## src/verilog/bdmc_pkg.sv

```systemverilog
// package of constants for the bus driver mode control block
package bdmc_pkg;
  // clock rate and derived timing
  localparam int unsigned CLK_HZ = 40000000;
  localparam int unsigned TX_ACTIVE_LIMIT_US = 1500; // transmit_active_limit, 1.5 ms
  localparam int unsigned TX_ACTIVE_LIMIT_CYC = TX_ACTIVE_LIMIT_US * (CLK_HZ / 1000000);
  // supply under-voltage filter times in microseconds (plain defaults)
  localparam int unsigned CORE_UV_SET_US = 10;
  localparam int unsigned CORE_UV_CLR_US = 10;
  localparam int unsigned IO_UV_SET_US = 10;
  localparam int unsigned IO_UV_CLR_US = 10;
  localparam int unsigned CORE_UV_SET_CYC = CORE_UV_SET_US * (CLK_HZ / 1000000);
  localparam int unsigned CORE_UV_CLR_CYC = CORE_UV_CLR_US * (CLK_HZ / 1000000);
  localparam int unsigned IO_UV_SET_CYC = IO_UV_SET_US * (CLK_HZ / 1000000);
  localparam int unsigned IO_UV_CLR_CYC = IO_UV_CLR_US * (CLK_HZ / 1000000);
  // serial status frame
  localparam int unsigned SPI_FRAME_EDGES = 16;
  localparam int unsigned STATUS_W = 16;
  // status word bit positions
  localparam int unsigned ST_BUS_ERR = 0;
  localparam int unsigned ST_THERMAL = 1;
  localparam int unsigned ST_TIMEOUT = 2;
  localparam int unsigned ST_CORE_UV = 3;
  localparam int unsigned ST_IO_UV = 4;
  localparam int unsigned ST_SPI_ERR = 5;
  localparam int unsigned ST_WAKEUP = 6;
  localparam int unsigned ST_NORMAL = 7;
  localparam int unsigned ST_POWER_ON = 8;
  localparam int unsigned ST_TRACK = 9;
  localparam int unsigned ERR_FLAGS = 6;
  // operating modes
  typedef enum logic [0:0] {
    BDMC_STANDBY,
    BDMC_NORMAL
  } bdmc_mode_t;
endpackage

```

## src/verilog/bdmc_uv_filter.sv

```systemverilog
// supply under-voltage detector with separate set and clear filter times
`timescale 1ns/1ps
module bdmc_uv_filter #(
  parameter int unsigned SET_CYC = 400,
  parameter int unsigned CLR_CYC = 400,
  parameter int unsigned CNT_W = 16
) (
  input wire logic sys_clk_i,
  input wire logic nrst_i,
  input wire logic ce_i,
  input wire logic below_i,
  output logic uv_o
);
  logic [CNT_W-1:0] cnt_r;
  logic uv_r;
  // counts how long the raw level disagrees with the flag
  wire differ = below_i != uv_r;
  wire [CNT_W-1:0] limit = uv_r ? CNT_W'(CLR_CYC) : CNT_W'(SET_CYC);
  wire done = differ && (cnt_r >= limit - CNT_W'(1));
  // filter state; flag starts set so the supply is proven first
  always_ff @(posedge sys_clk_i or negedge nrst_i) begin
    if (!nrst_i) begin
      cnt_r <= '0;
      uv_r <= 1'b1;
    end else if (ce_i) begin
      cnt_r <= (differ && !done) ? cnt_r + CNT_W'(1) : '0;
      if (done) begin
        uv_r <= below_i;
      end
    end
  end
  assign uv_o = uv_r;
endmodule

```

## src/verilog/bdmc_top.sv

```systemverilog
// mode, transmitter gating and error indication of the bus driver
`timescale 1ns/1ps
module bdmc_top #(
  parameter int unsigned TX_LIMIT_CYC = bdmc_pkg::TX_ACTIVE_LIMIT_CYC,
  parameter int unsigned CNT_W = 17
) (
  input wire logic sys_clk_i,
  input wire logic nrst_i,
  input wire logic ce_i,
  input wire logic core_por_ok_i,
  input wire logic core_below_uv_i,
  input wire logic io_below_uv_i,
  input wire logic over_temp_i,
  input wire logic wakeup_detect_i,
  input wire logic standby_select_n_i,
  input wire logic transmit_enable_n_i,
  input wire logic guardian_enable_i,
  input wire logic txd_i,
  input wire logic bus_rx_i,
  input wire logic track_mode_i,
  input wire logic chip_select_n_i,
  input wire logic sck_i,
  input wire logic status_ready_i,
  output logic tx_drive_o,
  output logic tx_data_o,
  output logic rxd_o,
  output logic low_power_o,
  output logic normal_mode_o,
  output logic wakeup_flag_o,
  output logic fault_indicator_n_o,
  output logic serial_status_out_o,
  output logic status_valid_o,
  output logic [bdmc_pkg::STATUS_W-1:0] status_data_o
);
  localparam int unsigned SW = bdmc_pkg::STATUS_W;
  logic core_uv, io_uv;
  logic mode_r, wake_r, pwr_r, therm_r, tmo_r, buserr_r, spierr_r, track_r;
  logic [CNT_W-1:0] tx_cnt_r;
  logic [bdmc_pkg::ERR_FLAGS-1:0] latched_r;
  logic [4:0] edges_r;
  logic [SW-1:0] shift_r;
  logic sel_d_r, sck_d_r;
  logic tx_drive_r, tx_data_r, rxd_r, fault_n_r, ser_out_r;
  // flag outputs kept as flops of their own
  logic low_power_r, valid_r;
  logic [SW-1:0] buf_data_r [2];
  logic [1:0] buf_cnt_r;
  logic buf_rd_r;

  // falling edge against the previous sample
  function automatic logic edge_fall(input logic prev, input logic now);
    return prev && !now;
  endfunction

  // rising edge against the previous sample
  function automatic logic edge_rise(input logic prev, input logic now);
    return !prev && now;
  endfunction

  // supply detectors
  bdmc_uv_filter #(.SET_CYC(bdmc_pkg::CORE_UV_SET_CYC), .CLR_CYC(bdmc_pkg::CORE_UV_CLR_CYC), .CNT_W(16)) u_core (
    .sys_clk_i(sys_clk_i), .nrst_i(nrst_i), .ce_i(ce_i),
    .below_i(core_below_uv_i || !core_por_ok_i), .uv_o(core_uv));
  bdmc_uv_filter #(.SET_CYC(bdmc_pkg::IO_UV_SET_CYC), .CLR_CYC(bdmc_pkg::IO_UV_CLR_CYC), .CNT_W(16)) u_io (
    .sys_clk_i(sys_clk_i), .nrst_i(nrst_i), .ce_i(ce_i),
    .below_i(io_below_uv_i), .uv_o(io_uv));

  // mode decision and transmitter qualification
  wire supplies_ok = !core_uv && !io_uv && core_por_ok_i;
  wire want_normal = supplies_ok && standby_select_n_i;
  wire enter_normal = want_normal && !mode_r;
  wire in_normal = mode_r;
  wire wake_set = !mode_r && !core_uv && wakeup_detect_i;
  wire tx_limit_hit = tx_cnt_r >= CNT_W'(TX_LIMIT_CYC - 1);
  wire tx_ready = in_normal && !tmo_r && guardian_enable_i && !therm_r;
  wire tx_on = tx_ready && !transmit_enable_n_i;
  wire bus_mismatch = tx_on && (bus_rx_i != txd_i);

  // serial frame monitor
  wire cs_fall = edge_fall(sel_d_r, chip_select_n_i);
  wire cs_rise = edge_rise(sel_d_r, chip_select_n_i);
  wire sck_fall = edge_fall(sck_d_r, sck_i) && !chip_select_n_i;
  wire frame_bad = (edges_r != 5'(bdmc_pkg::SPI_FRAME_EDGES)) || sck_i;
  wire cs_fall_bad = cs_fall && sck_i;
  wire frame_ok = cs_rise && !frame_bad && !spierr_r;
  wire [bdmc_pkg::ERR_FLAGS-1:0] err_now = {spierr_r, io_uv, core_uv, tmo_r, therm_r, buserr_r};
  wire [SW-1:0] status_word = SW'({track_r, pwr_r, mode_r, wake_r, latched_r | err_now});
  wire error_flag = track_r ? (|err_now) : (|(latched_r | err_now));
  wire buf_push = frame_ok && (buf_cnt_r != 2'(2));
  wire buf_pop = status_valid_o && status_ready_i;
  // fill level after this edge; a push into a full buffer is dropped
  wire [1:0] buf_cnt_nxt = buf_cnt_r + 2'(buf_push) - 2'(buf_pop);

  // mode, wakeup and power-on flags
  always_ff @(posedge sys_clk_i or negedge nrst_i) begin
    if (!nrst_i) begin
      mode_r <= 1'b0;
      low_power_r <= 1'b1;
      wake_r <= 1'b0;
      pwr_r <= 1'b0;
    end else if (ce_i) begin
      mode_r <= want_normal;
      low_power_r <= !want_normal;
      // a wakeup seen as Normal is entered survives the clear
      wake_r <= wake_set || (wake_r && !enter_normal);
      pwr_r <= enter_normal ? 1'b0 : (pwr_r || (core_por_ok_i && !pwr_r && !mode_r));
    end
  end

  // thermal, timeout and bus error flags
  always_ff @(posedge sys_clk_i or negedge nrst_i) begin
    if (!nrst_i) begin
      therm_r <= 1'b0;
      tmo_r <= 1'b0;
      tx_cnt_r <= '0;
      buserr_r <= 1'b0;
    end else if (ce_i) begin
      if (!in_normal) begin
        therm_r <= 1'b0;
        tmo_r <= 1'b0;
        tx_cnt_r <= '0;
        buserr_r <= 1'b0;
      end else begin
        therm_r <= over_temp_i || (therm_r && !transmit_enable_n_i);
        tx_cnt_r <= transmit_enable_n_i ? '0 : (tx_limit_hit ? tx_cnt_r : tx_cnt_r + CNT_W'(1));
        tmo_r <= !transmit_enable_n_i && (tmo_r || tx_limit_hit);
        buserr_r <= bus_mismatch || (buserr_r && !tx_on && !transmit_enable_n_i);
      end
    end
  end

  // serial port, error mode and latched status bits
  always_ff @(posedge sys_clk_i or negedge nrst_i) begin
    if (!nrst_i) begin
      sel_d_r <= 1'b1;
      sck_d_r <= 1'b1;
      edges_r <= '0;
      shift_r <= '0;
      spierr_r <= 1'b0;
      track_r <= 1'b0;
      latched_r <= '0;
    end else if (ce_i) begin
      sel_d_r <= chip_select_n_i;
      sck_d_r <= sck_i;
      track_r <= track_mode_i;
      if (cs_fall) begin
        edges_r <= '0;
        shift_r <= status_word;
      end else if (sck_fall) begin
        edges_r <= (edges_r == 5'h1F) ? edges_r : edges_r + 5'h01;
        shift_r <= {shift_r[SW-2:0], 1'b0};
      end
      // set wins over the falling-select clear
      spierr_r <= (cs_rise && frame_bad) || cs_fall_bad || (spierr_r && !cs_fall && !track_mode_i);
      // a clean read clears the sticky bits that are no longer active
      latched_r <= track_r ? '0 : (frame_ok ? err_now : (latched_r | err_now));
    end
  end

  // two-entry buffer of captured status words
  always_ff @(posedge sys_clk_i or negedge nrst_i) begin
    if (!nrst_i) begin
      buf_data_r[0] <= '0;
      buf_data_r[1] <= '0;
      buf_cnt_r <= '0;
      buf_rd_r <= 1'b0;
      valid_r <= 1'b0;
    end else if (ce_i) begin
      if (buf_push) begin
        buf_data_r[buf_rd_r ^ buf_cnt_r[0]] <= status_word;
      end
      if (buf_pop) begin
        buf_rd_r <= !buf_rd_r;
      end
      buf_cnt_r <= buf_cnt_nxt;
      valid_r <= buf_cnt_nxt != 2'(0);
    end
  end

  // registered pin outputs
  always_ff @(posedge sys_clk_i or negedge nrst_i) begin
    if (!nrst_i) begin
      tx_drive_r <= 1'b0;
      tx_data_r <= 1'b0;
      rxd_r <= 1'b1;
      fault_n_r <= 1'b1;
      ser_out_r <= 1'b0;
    end else if (ce_i) begin
      tx_drive_r <= tx_on;
      tx_data_r <= txd_i;
      rxd_r <= in_normal ? bus_rx_i : !(wake_r && !standby_select_n_i);
      fault_n_r <= !((error_flag && standby_select_n_i) || (wake_r && !standby_select_n_i));
      ser_out_r <= chip_select_n_i ? 1'b0 : shift_r[SW-1];
    end
  end

  // outputs straight from their flops; status data through a mux on buf_rd_r
  assign tx_drive_o = tx_drive_r;
  assign tx_data_o = tx_data_r;
  assign rxd_o = rxd_r;
  assign low_power_o = low_power_r;
  assign normal_mode_o = mode_r;
  assign wakeup_flag_o = wake_r;
  assign fault_indicator_n_o = fault_n_r;
  assign serial_status_out_o = ser_out_r;
  assign status_valid_o = valid_r;
  assign status_data_o = buf_data_r[buf_rd_r];
endmodule

```

## config.mk

```make
export PLATFORM = sky130hd
export DESIGN_NAME = bdmc_top
export DESIGN_NICKNAME = d
export VERILOG_FILES = /design/src/verilog/bdmc_pkg.sv /design/src/verilog/bdmc_uv_filter.sv /design/src/verilog/bdmc_top.sv
export SDC_FILE = /design/constraint.sdc
export NUM_CORES = 1
export LEC_CHECK = 0
export BUFFER_PORTS_ARGS = -buffer_cell sky130_fd_sc_hd__buf_2
export CORE_ASPECT_RATIO = 1.4
export CORE_MARGIN = 5
export CORE_UTILIZATION = 67
export CTS_BUF_LIST = sky130_fd_sc_hd__clkbuf_8
export CTS_CLUSTER_SIZE = 10
export DETAILED_ROUTE_END_ITERATION = 8
export GPL_ROUTABILITY_DRIVEN = 1
export PLACE_DENSITY = 0.87
export REMOVE_ABC_BUFFERS = 1
export SKIP_CTS_REPAIR_TIMING = 1
export SLEW_MARGIN = 25
export SYNTH_ARGS = -nofsm -noshare
export SYNTH_HDL_FRONTEND = slang
export SYNTH_SLANG_ARGS = --single-unit
```

## constraint.sdc

```tcl
create_clock -name sys_clk_i -period 6.11 [get_ports sys_clk_i]
set_input_delay 1.222 -clock sys_clk_i [delete_from_list [all_inputs] [get_ports sys_clk_i]]
set_output_delay 1.222 -clock sys_clk_i [all_outputs]
set_load 0.05 [all_outputs]
```

## After elaboration in Yosys (flattened, before gate mapping)

Cells that the tools add are included.

- Bitwise operators: 4
- Equality and inequality tests: 8
- Reductions and logical operators: 82
- Magnitude comparators: 6
- Add/sub/neg operators: 6
- Multiplexer cells: 25

Operators by type and width:

| operator | number |
|---|---|
| $mux 16 | 8 |
| $mux 17 | 3 |
| $logic_and 1x1->1 | 37 |
| $add 16x1->16 const B | 2 |
| $bwmux 32 | 1 |
| $ge 16x9->1 const B | 2 |
| $logic_not 1->1 | 24 |
| $add 17x1->17 const B | 1 |
| $ge 17x16->1 const B | 1 |
| $demux 16 s1 | 1 |
| $mux 5 | 3 |
| $mux 6 | 2 |
| $reduce_and 2->1 | 6 |
| $reduce_or 6->1 | 2 |
| $logic_or 1x1->1 | 10 |
| $mux 1 | 7 |
| $or 6x6->6 | 1 |
| $add 5x1->5 const B | 1 |
| $eq 5x5->1 const B | 1 |
| $ne 5x5->1 const B | 1 |
| $ge 2x2->1 const B | 2 |
| $ne 2x2->1 const B | 2 |
| $not 1->2 | 2 |
| $reduce_bool 2->1 | 2 |
| other kinds (7) | 9 |

- Word-level logic and storage cells: 160
- Output and inout port bits: 25
- Flip-flop bits (word level): 130
- Input port bits: 17

## Logic depth before layout (Yosys ltp)

- Word-level depth: 10
- Depth in mapped cells: 12
- Gate-level depth less buffers: 12

## By module

A second synthesis with hierarchy kept.

- Cells, all modules: 598
- Area total of the unflattened synthesis: 6,018.3 µm²

Modules (own cells, without submodules):

| module | cells each | seq. area each (µm²) | instances | area each (µm²) |
|---|---|---|---|---|
| bdmc_top | 400 | 2,108.3 | 1 | 4,216.5 |
| bdmc_uv_filter | 99 | 426.7 | 2 | 900.9 |

## Least setup slack after synthesis

Ideal clock, no wire load.

- Path kind: input to register
- Start: input chip_select_n_i
- End: register valid_r, in the netlist status_valid_o
- Setup slack: 3,214 ps
- Data required time: 6,033 ps
- Arrival: 2,819 ps
- Setup time: 77 ps
- Path buffers: 0
- Cell stages on the path: 10
- Cells stage by stage: or3b_1 > nor3_1 > o21ai_0 > ha_1 > inv_1 > ha_1 > xnor2_1 > xnor2_1 > nor2_1 > a21oi_1

- Cells in the longest elaborated chain, start to end: 7

Ends and longest elaborated chain:

| what | line | RTL |
|---|---|---|
| start, declared | bdmc_top.sv:21 | `input wire logic chip_select_n_i,` |
| $logic_and 1x1->1 | bdmc_top.sv:57 | `return !prev && now;` |
| $logic_and 1x1->1 (2 in series) | bdmc_top.sv:85 | `wire frame_ok = cs_rise && !frame_bad && !spierr_r;` |
| $logic_and 1x1->1 | bdmc_top.sv:89 | `wire buf_push = frame_ok && (buf_cnt_r != 2'(2));` |
| $add 2x1->2 | bdmc_top.sv:92 | `wire [1:0] buf_cnt_nxt = buf_cnt_r + 2'(buf_push) - 2'(buf_pop);` |
| $sub 2x1->2 | bdmc_top.sv:92 |  |
| $reduce_bool 2->1 | bdmc_top.sv:176 | `valid_r <= buf_cnt_nxt != 2'(0);` |
| end signal, assigned | bdmc_top.sv:176 |  |
| end, declared | bdmc_top.sv:45 | `logic low_power_r, valid_r;` |

No other way between the ends.
A chain may end at the register's enable or synchronous reset.

## Worst setup path after layout

- Start: input ce_i
- End: register tx_cnt_r[12]

- Cells in the longest elaborated chain, start to end: 1

Ends and longest elaborated chain:

| what | line | RTL |
|---|---|---|
| start, declared | bdmc_top.sv:9 | `input wire logic ce_i,` |
| $reduce_and 2->1 (no source line) | -- |  |
| end signal, assigned | bdmc_top.sv:125 | `tx_cnt_r <= transmit_enable_n_i ? '0 : (tx_limit_hit ? tx_cnt_r : tx_cnt_r + CNT_W'(1));` |
| end, declared | bdmc_top.sv:38 | `logic [CNT_W-1:0] tx_cnt_r;` |

No other way between the ends.

==> impl_metrics.py <==
metrics = {
    "status": {
        "run_status": "completed",
    },
    "timing": {
        "timing.final.hold_violations": 0,
        "finalMaxSlewViolations": 0,
        "fin_skew_ps": 8.44,
        "max_slew_margin_pct": 42.1,
        "post_route_clock_period_utilization_pct": 49.8,
        "grt_setup_unrepaired": "false",
        "worst_pin_slew_ps": 869,
        "timing.setup.tns_ps": 0,
        "final_setup_fails": 0,
        "timing.fmax_ghz": 0.329,
        "timing.final.crit_period_ps": 3040,
    },
    "power": {
        "ir_drop_mv": 0.276,
        "netSwitchingPower_uw": 592,
        "power.share.clock_pct": 36.8,
        "sw_frac_of_total_pct": 29.5,
        "p_comb_share_pct": 15.7,
        "pwr-share-seq_pct": 47.5,
        "intPower_uw": 1410,
        "p_leak_uw": 0.00302,
        "power-per-cell-area_nw_per_um2": 314,
    },
    "grt": {
        "initial_antenna_violation_count": 0,
        "globalRouteTotalUtil_pct": 24.9,
        "maximum_number_of_pins_on_one_net_before_global_route_repair": 80,
        "first_global_vias": 4442,
        "globalRouteOverflowTotal": 0,
        "grt_pass1_wl_microns": 20700,
    },
    "logic_synthesis": {
        "synth-seq-area-share_pct": 51.2,
        "synthesis.yosys.warnings": 0,
        "synth_top_flop_cell": "sky130_fd_sc_hd__dfrtp_1",
        "count_of_different_cell_masters_after_synthesis": 60,
        "synth_edf_count": 0,
        "async_reset_ff_share_pct": 100,
        "post_synth.cell_area_avg_sq_um": 9.75,
        "synthesis.instances": 593,
        "mappedNetlistArea_sq_um": 5780,
        "postSynthRegisterBits": 118,
    },
    "clock_network": {
        "clock_path_buffers": 2,
        "numCtsBuffers": 17,
        "clock-sinks": 118,
        "insertion_delay_ps": 440,
        "clkTransAtPathRegs_ps": 70,
        "cts_tree": "built",
        "htree_num_levels": 4,
        "cts-root-buf": "sky130_fd_sc_hd__clkbuf_8",
    },
    "floorplan": {
        "placement_rows": 40,
        "ports": 42,
        "die_height_microns": 120,
        "die-area_sq_um": 10600,
        "core_area_sq_um": 8510,
        "die_width_microns": 88.5,
        "start_util_pct": 68.0,
    },
    "worst_setup_path": {
        "crit_path_max_incr_delay_ps": 730,
        "worst_ep_required_time_ps": 6450,
        "cp-startpoint": "ce_i",
        "crit_chain": "buf_2 > buf_4 > inv_2 > nor2_1 > a22oi_1 > o311ai_0 > o41ai_1",
        "ff2ff_path_depth": 6,
        "worst_setup_path_start_kind": "input pin",
        "critical-path-slowest-cell": "sky130_fd_sc_hd__a22oi_1",
        "critPathBufInv": 3,
        "critPathTopFamily": "compound AO/OA/AOI/OAI gates",
        "reg2reg_setup_slack_ps": 3620,
        "timing.critical_path.fanout_max": 50,
        "crit_type": "in -> reg",
        "worstPathArrival_ps": 3380,
        "critical_path_cell_count": 7,
        "setup_crit_end_kind": "flop",
        "timing.critical_path.to": "tx_cnt_r[12]",
        "r2r_end": "buf_data_r[22]",
        "r2r-start": "edges_r[0]",
    },
    "route": {
        "num_vias": 4584,
        "totalWireLength_microns": 12500,
        "first_iter_violations": 386,
        "drt_pass_1_iters": 5,
        "vias_per_cell": 6.18,
        "detail_route.drc_violations": 0,
        "detail-route-antenna-nets": 0,
        "wl_per_cell_microns": 16.8,
    },
    "final_layout": {
        "final_cell_mix": "sky130_fd_sc_hd__dfrtp_1 (111), sky130_fd_sc_hd__nor2_1 (81), sky130_fd_sc_hd__nand2_1 (61)",
        "finish.net_count": 649,
        "drive_gt1_share_pct": 16.0,
        "layout_commonest_cell": "sky130_fd_sc_hd__dfrtp_1",
        "layout-area-overhead-vs-synth_pct": 10.4,
        "final-instance-count-excl-fill": 742,
        "number_of_antenna_cells_inserted": 0,
    },
    "min_path": {
        "hold-path-cell-count": 2,
        "tightest_hold_check_type": "reg -> reg",
        "timing.hold.worst.start": "shift_r[15]",
    },
    "placed_design": {
        "placed_cells_incl_taps": 710,
        "last_weighted_congestion_value_of_the_routability_driven_placer": 0.827,
        "dpl.hpwl_microns": 8420,
        "io_port_bufs": 35,
    },
    "run": {
        "max_cap_viol_count": 0,
    },
}
[power by group through the flow]
| stage | combinational, uW | sequential (uW) | clock, uW |
|---|---|---|---|
| final | 315 | 952 | 737 |
| after global routing | 348 | 965 | 774 |
| after CTS | 316 | 951 | 741 |
| after detailed placement | 314 | 964 | 0 |
| after global placement | 300 | 959 | 0 |
| after floorplan | 191 | 978 | 0 |
[tightest hold or removal path, delay by kind of cell, from the launching register on]
family	cells	cell delay (ps)
DFF	1	340
and+or+nand+nor	2	100
[synthesized netlist by cell type (3+ instances only)]
| cell type | number | area share, % |
|---|---|---|
| sky130_fd_sc_hd__a21oi_1 | 36 | 3.1 |
| sky130_fd_sc_hd__a22o_1 | 4 | 0.61 |
| sky130_fd_sc_hd__a22oi_1 | 7 | 0.91 |
| sky130_fd_sc_hd__a31oi_1 | 4 | 0.43 |
| sky130_fd_sc_hd__a32o_1 | 4 | 0.69 |
| sky130_fd_sc_hd__a41oi_1 | 4 | 0.61 |
| sky130_fd_sc_hd__and2_1 | 3 | 0.32 |
| sky130_fd_sc_hd__and3_1 | 10 | 1.1 |
| sky130_fd_sc_hd__buf_4 | 6 | 0.78 |
| sky130_fd_sc_hd__buf_6 | 3 | 0.58 |
| sky130_fd_sc_hd__clkbuf_1 | 21 | 1.4 |
| sky130_fd_sc_hd__dfrtp_1 | 111 | 48 |
| sky130_fd_sc_hd__dfstp_2 | 7 | 3.2 |
| sky130_fd_sc_hd__ha_1 | 8 | 1.7 |
| sky130_fd_sc_hd__inv_1 | 21 | 1.4 |
| sky130_fd_sc_hd__mux2_2 | 23 | 4.5 |
| sky130_fd_sc_hd__mux2i_1 | 8 | 1.4 |
| sky130_fd_sc_hd__nand2_1 | 61 | 4.0 |
| sky130_fd_sc_hd__nand2b_1 | 6 | 0.65 |
| sky130_fd_sc_hd__nand3_1 | 17 | 1.5 |
| sky130_fd_sc_hd__nand4_1 | 14 | 1.5 |
| sky130_fd_sc_hd__nor2_1 | 81 | 5.3 |
| sky130_fd_sc_hd__nor2b_1 | 3 | 0.32 |
| sky130_fd_sc_hd__nor3_1 | 12 | 1.0 |
| sky130_fd_sc_hd__nor4_1 | 9 | 0.97 |
| sky130_fd_sc_hd__o21a_1 | 3 | 0.39 |
| sky130_fd_sc_hd__o21ai_0 | 29 | 2.5 |
| sky130_fd_sc_hd__o2bb2ai_1 | 6 | 0.91 |
| sky130_fd_sc_hd__o31ai_1 | 3 | 0.39 |
| sky130_fd_sc_hd__o41ai_1 | 4 | 0.61 |
| sky130_fd_sc_hd__or3_1 | 3 | 0.32 |
| sky130_fd_sc_hd__or4_1 | 5 | 0.65 |
| sky130_fd_sc_hd__xnor2_1 | 12 | 1.8 |
| sky130_fd_sc_hd__xor2_1 | 11 | 1.7 |
[cell type report]
cell class                 instances  area, sq um
clock inverter                    15          173
clock buffer                      17          234
inverter                          22         82.6
fill                             556         2120
multi-input combinational        427         2600
timing repair buffer              38          204
tap                              105          131
sequential                       118         2960
[worst min-delay path by stage]
| stage | end | slack [ps] |
|---|---|---|
| after CTS | shift_r[15] | 470 |
| after global placement | shift_r[11] | 450 |
| final | shift_r[15] | 470 |
| after global routing | shift_r[15] | 490 |
| after floorplan | shift_r[10] | 440 |
| after detailed placement | shift_r[15] | 460 |
[through the flow]
stage / instance area, sq um / setup WS, ps / util (%) / power, uW / hold slack, ps
finish: 6380 / 3070 / 75.0 / 2000 / 468
global route: 6380 / 2940 / 75.0 / 2090 / 492
CTS: 6380 / 3070 / 75.0 / 2010 / 472
detailed placement: 5970 / 2700 / 70.2 / 1280 / 463
global placement: 5970 / 2770 / 70.2 / 1260 / 451
floorplan: 5640 / 3140 / - / 1170 / 438
[cells by family after synthesis]
logic type	after synthesis	synth area share (%)
AO/OA/AOI/OAI	121	13.5
XOR/XNOR	23	3.48
multiplexers	33	6.25
buffers and inverters	53	4.22
flip-flops	118	51.2
AND/OR/NAND/NOR	236	19.5
adder cells (fa/ha/maj)	8	1.73
other	1	0.0648
[layer usage]
layer | track usage [%] | part of all wire, %
met1 | 32.4 | 41
met2 | 40.1 | 51
met3 | 7.14 | 5.7
met4 | 8.13 | 1.7
met5 | 0 | 0
[state kept, by name, indices dropped and copies added (netlist names), 2 cells and up]
signal        flops
buf_cnt_r         2
buf_data_r       20
edges_r           5
latched_r         6
shift_r          16
tx_cnt_r         17
u_core.cnt_r     16
u_io.cnt_r       16
No activity file was read; power rests on OpenSTA's default activity.
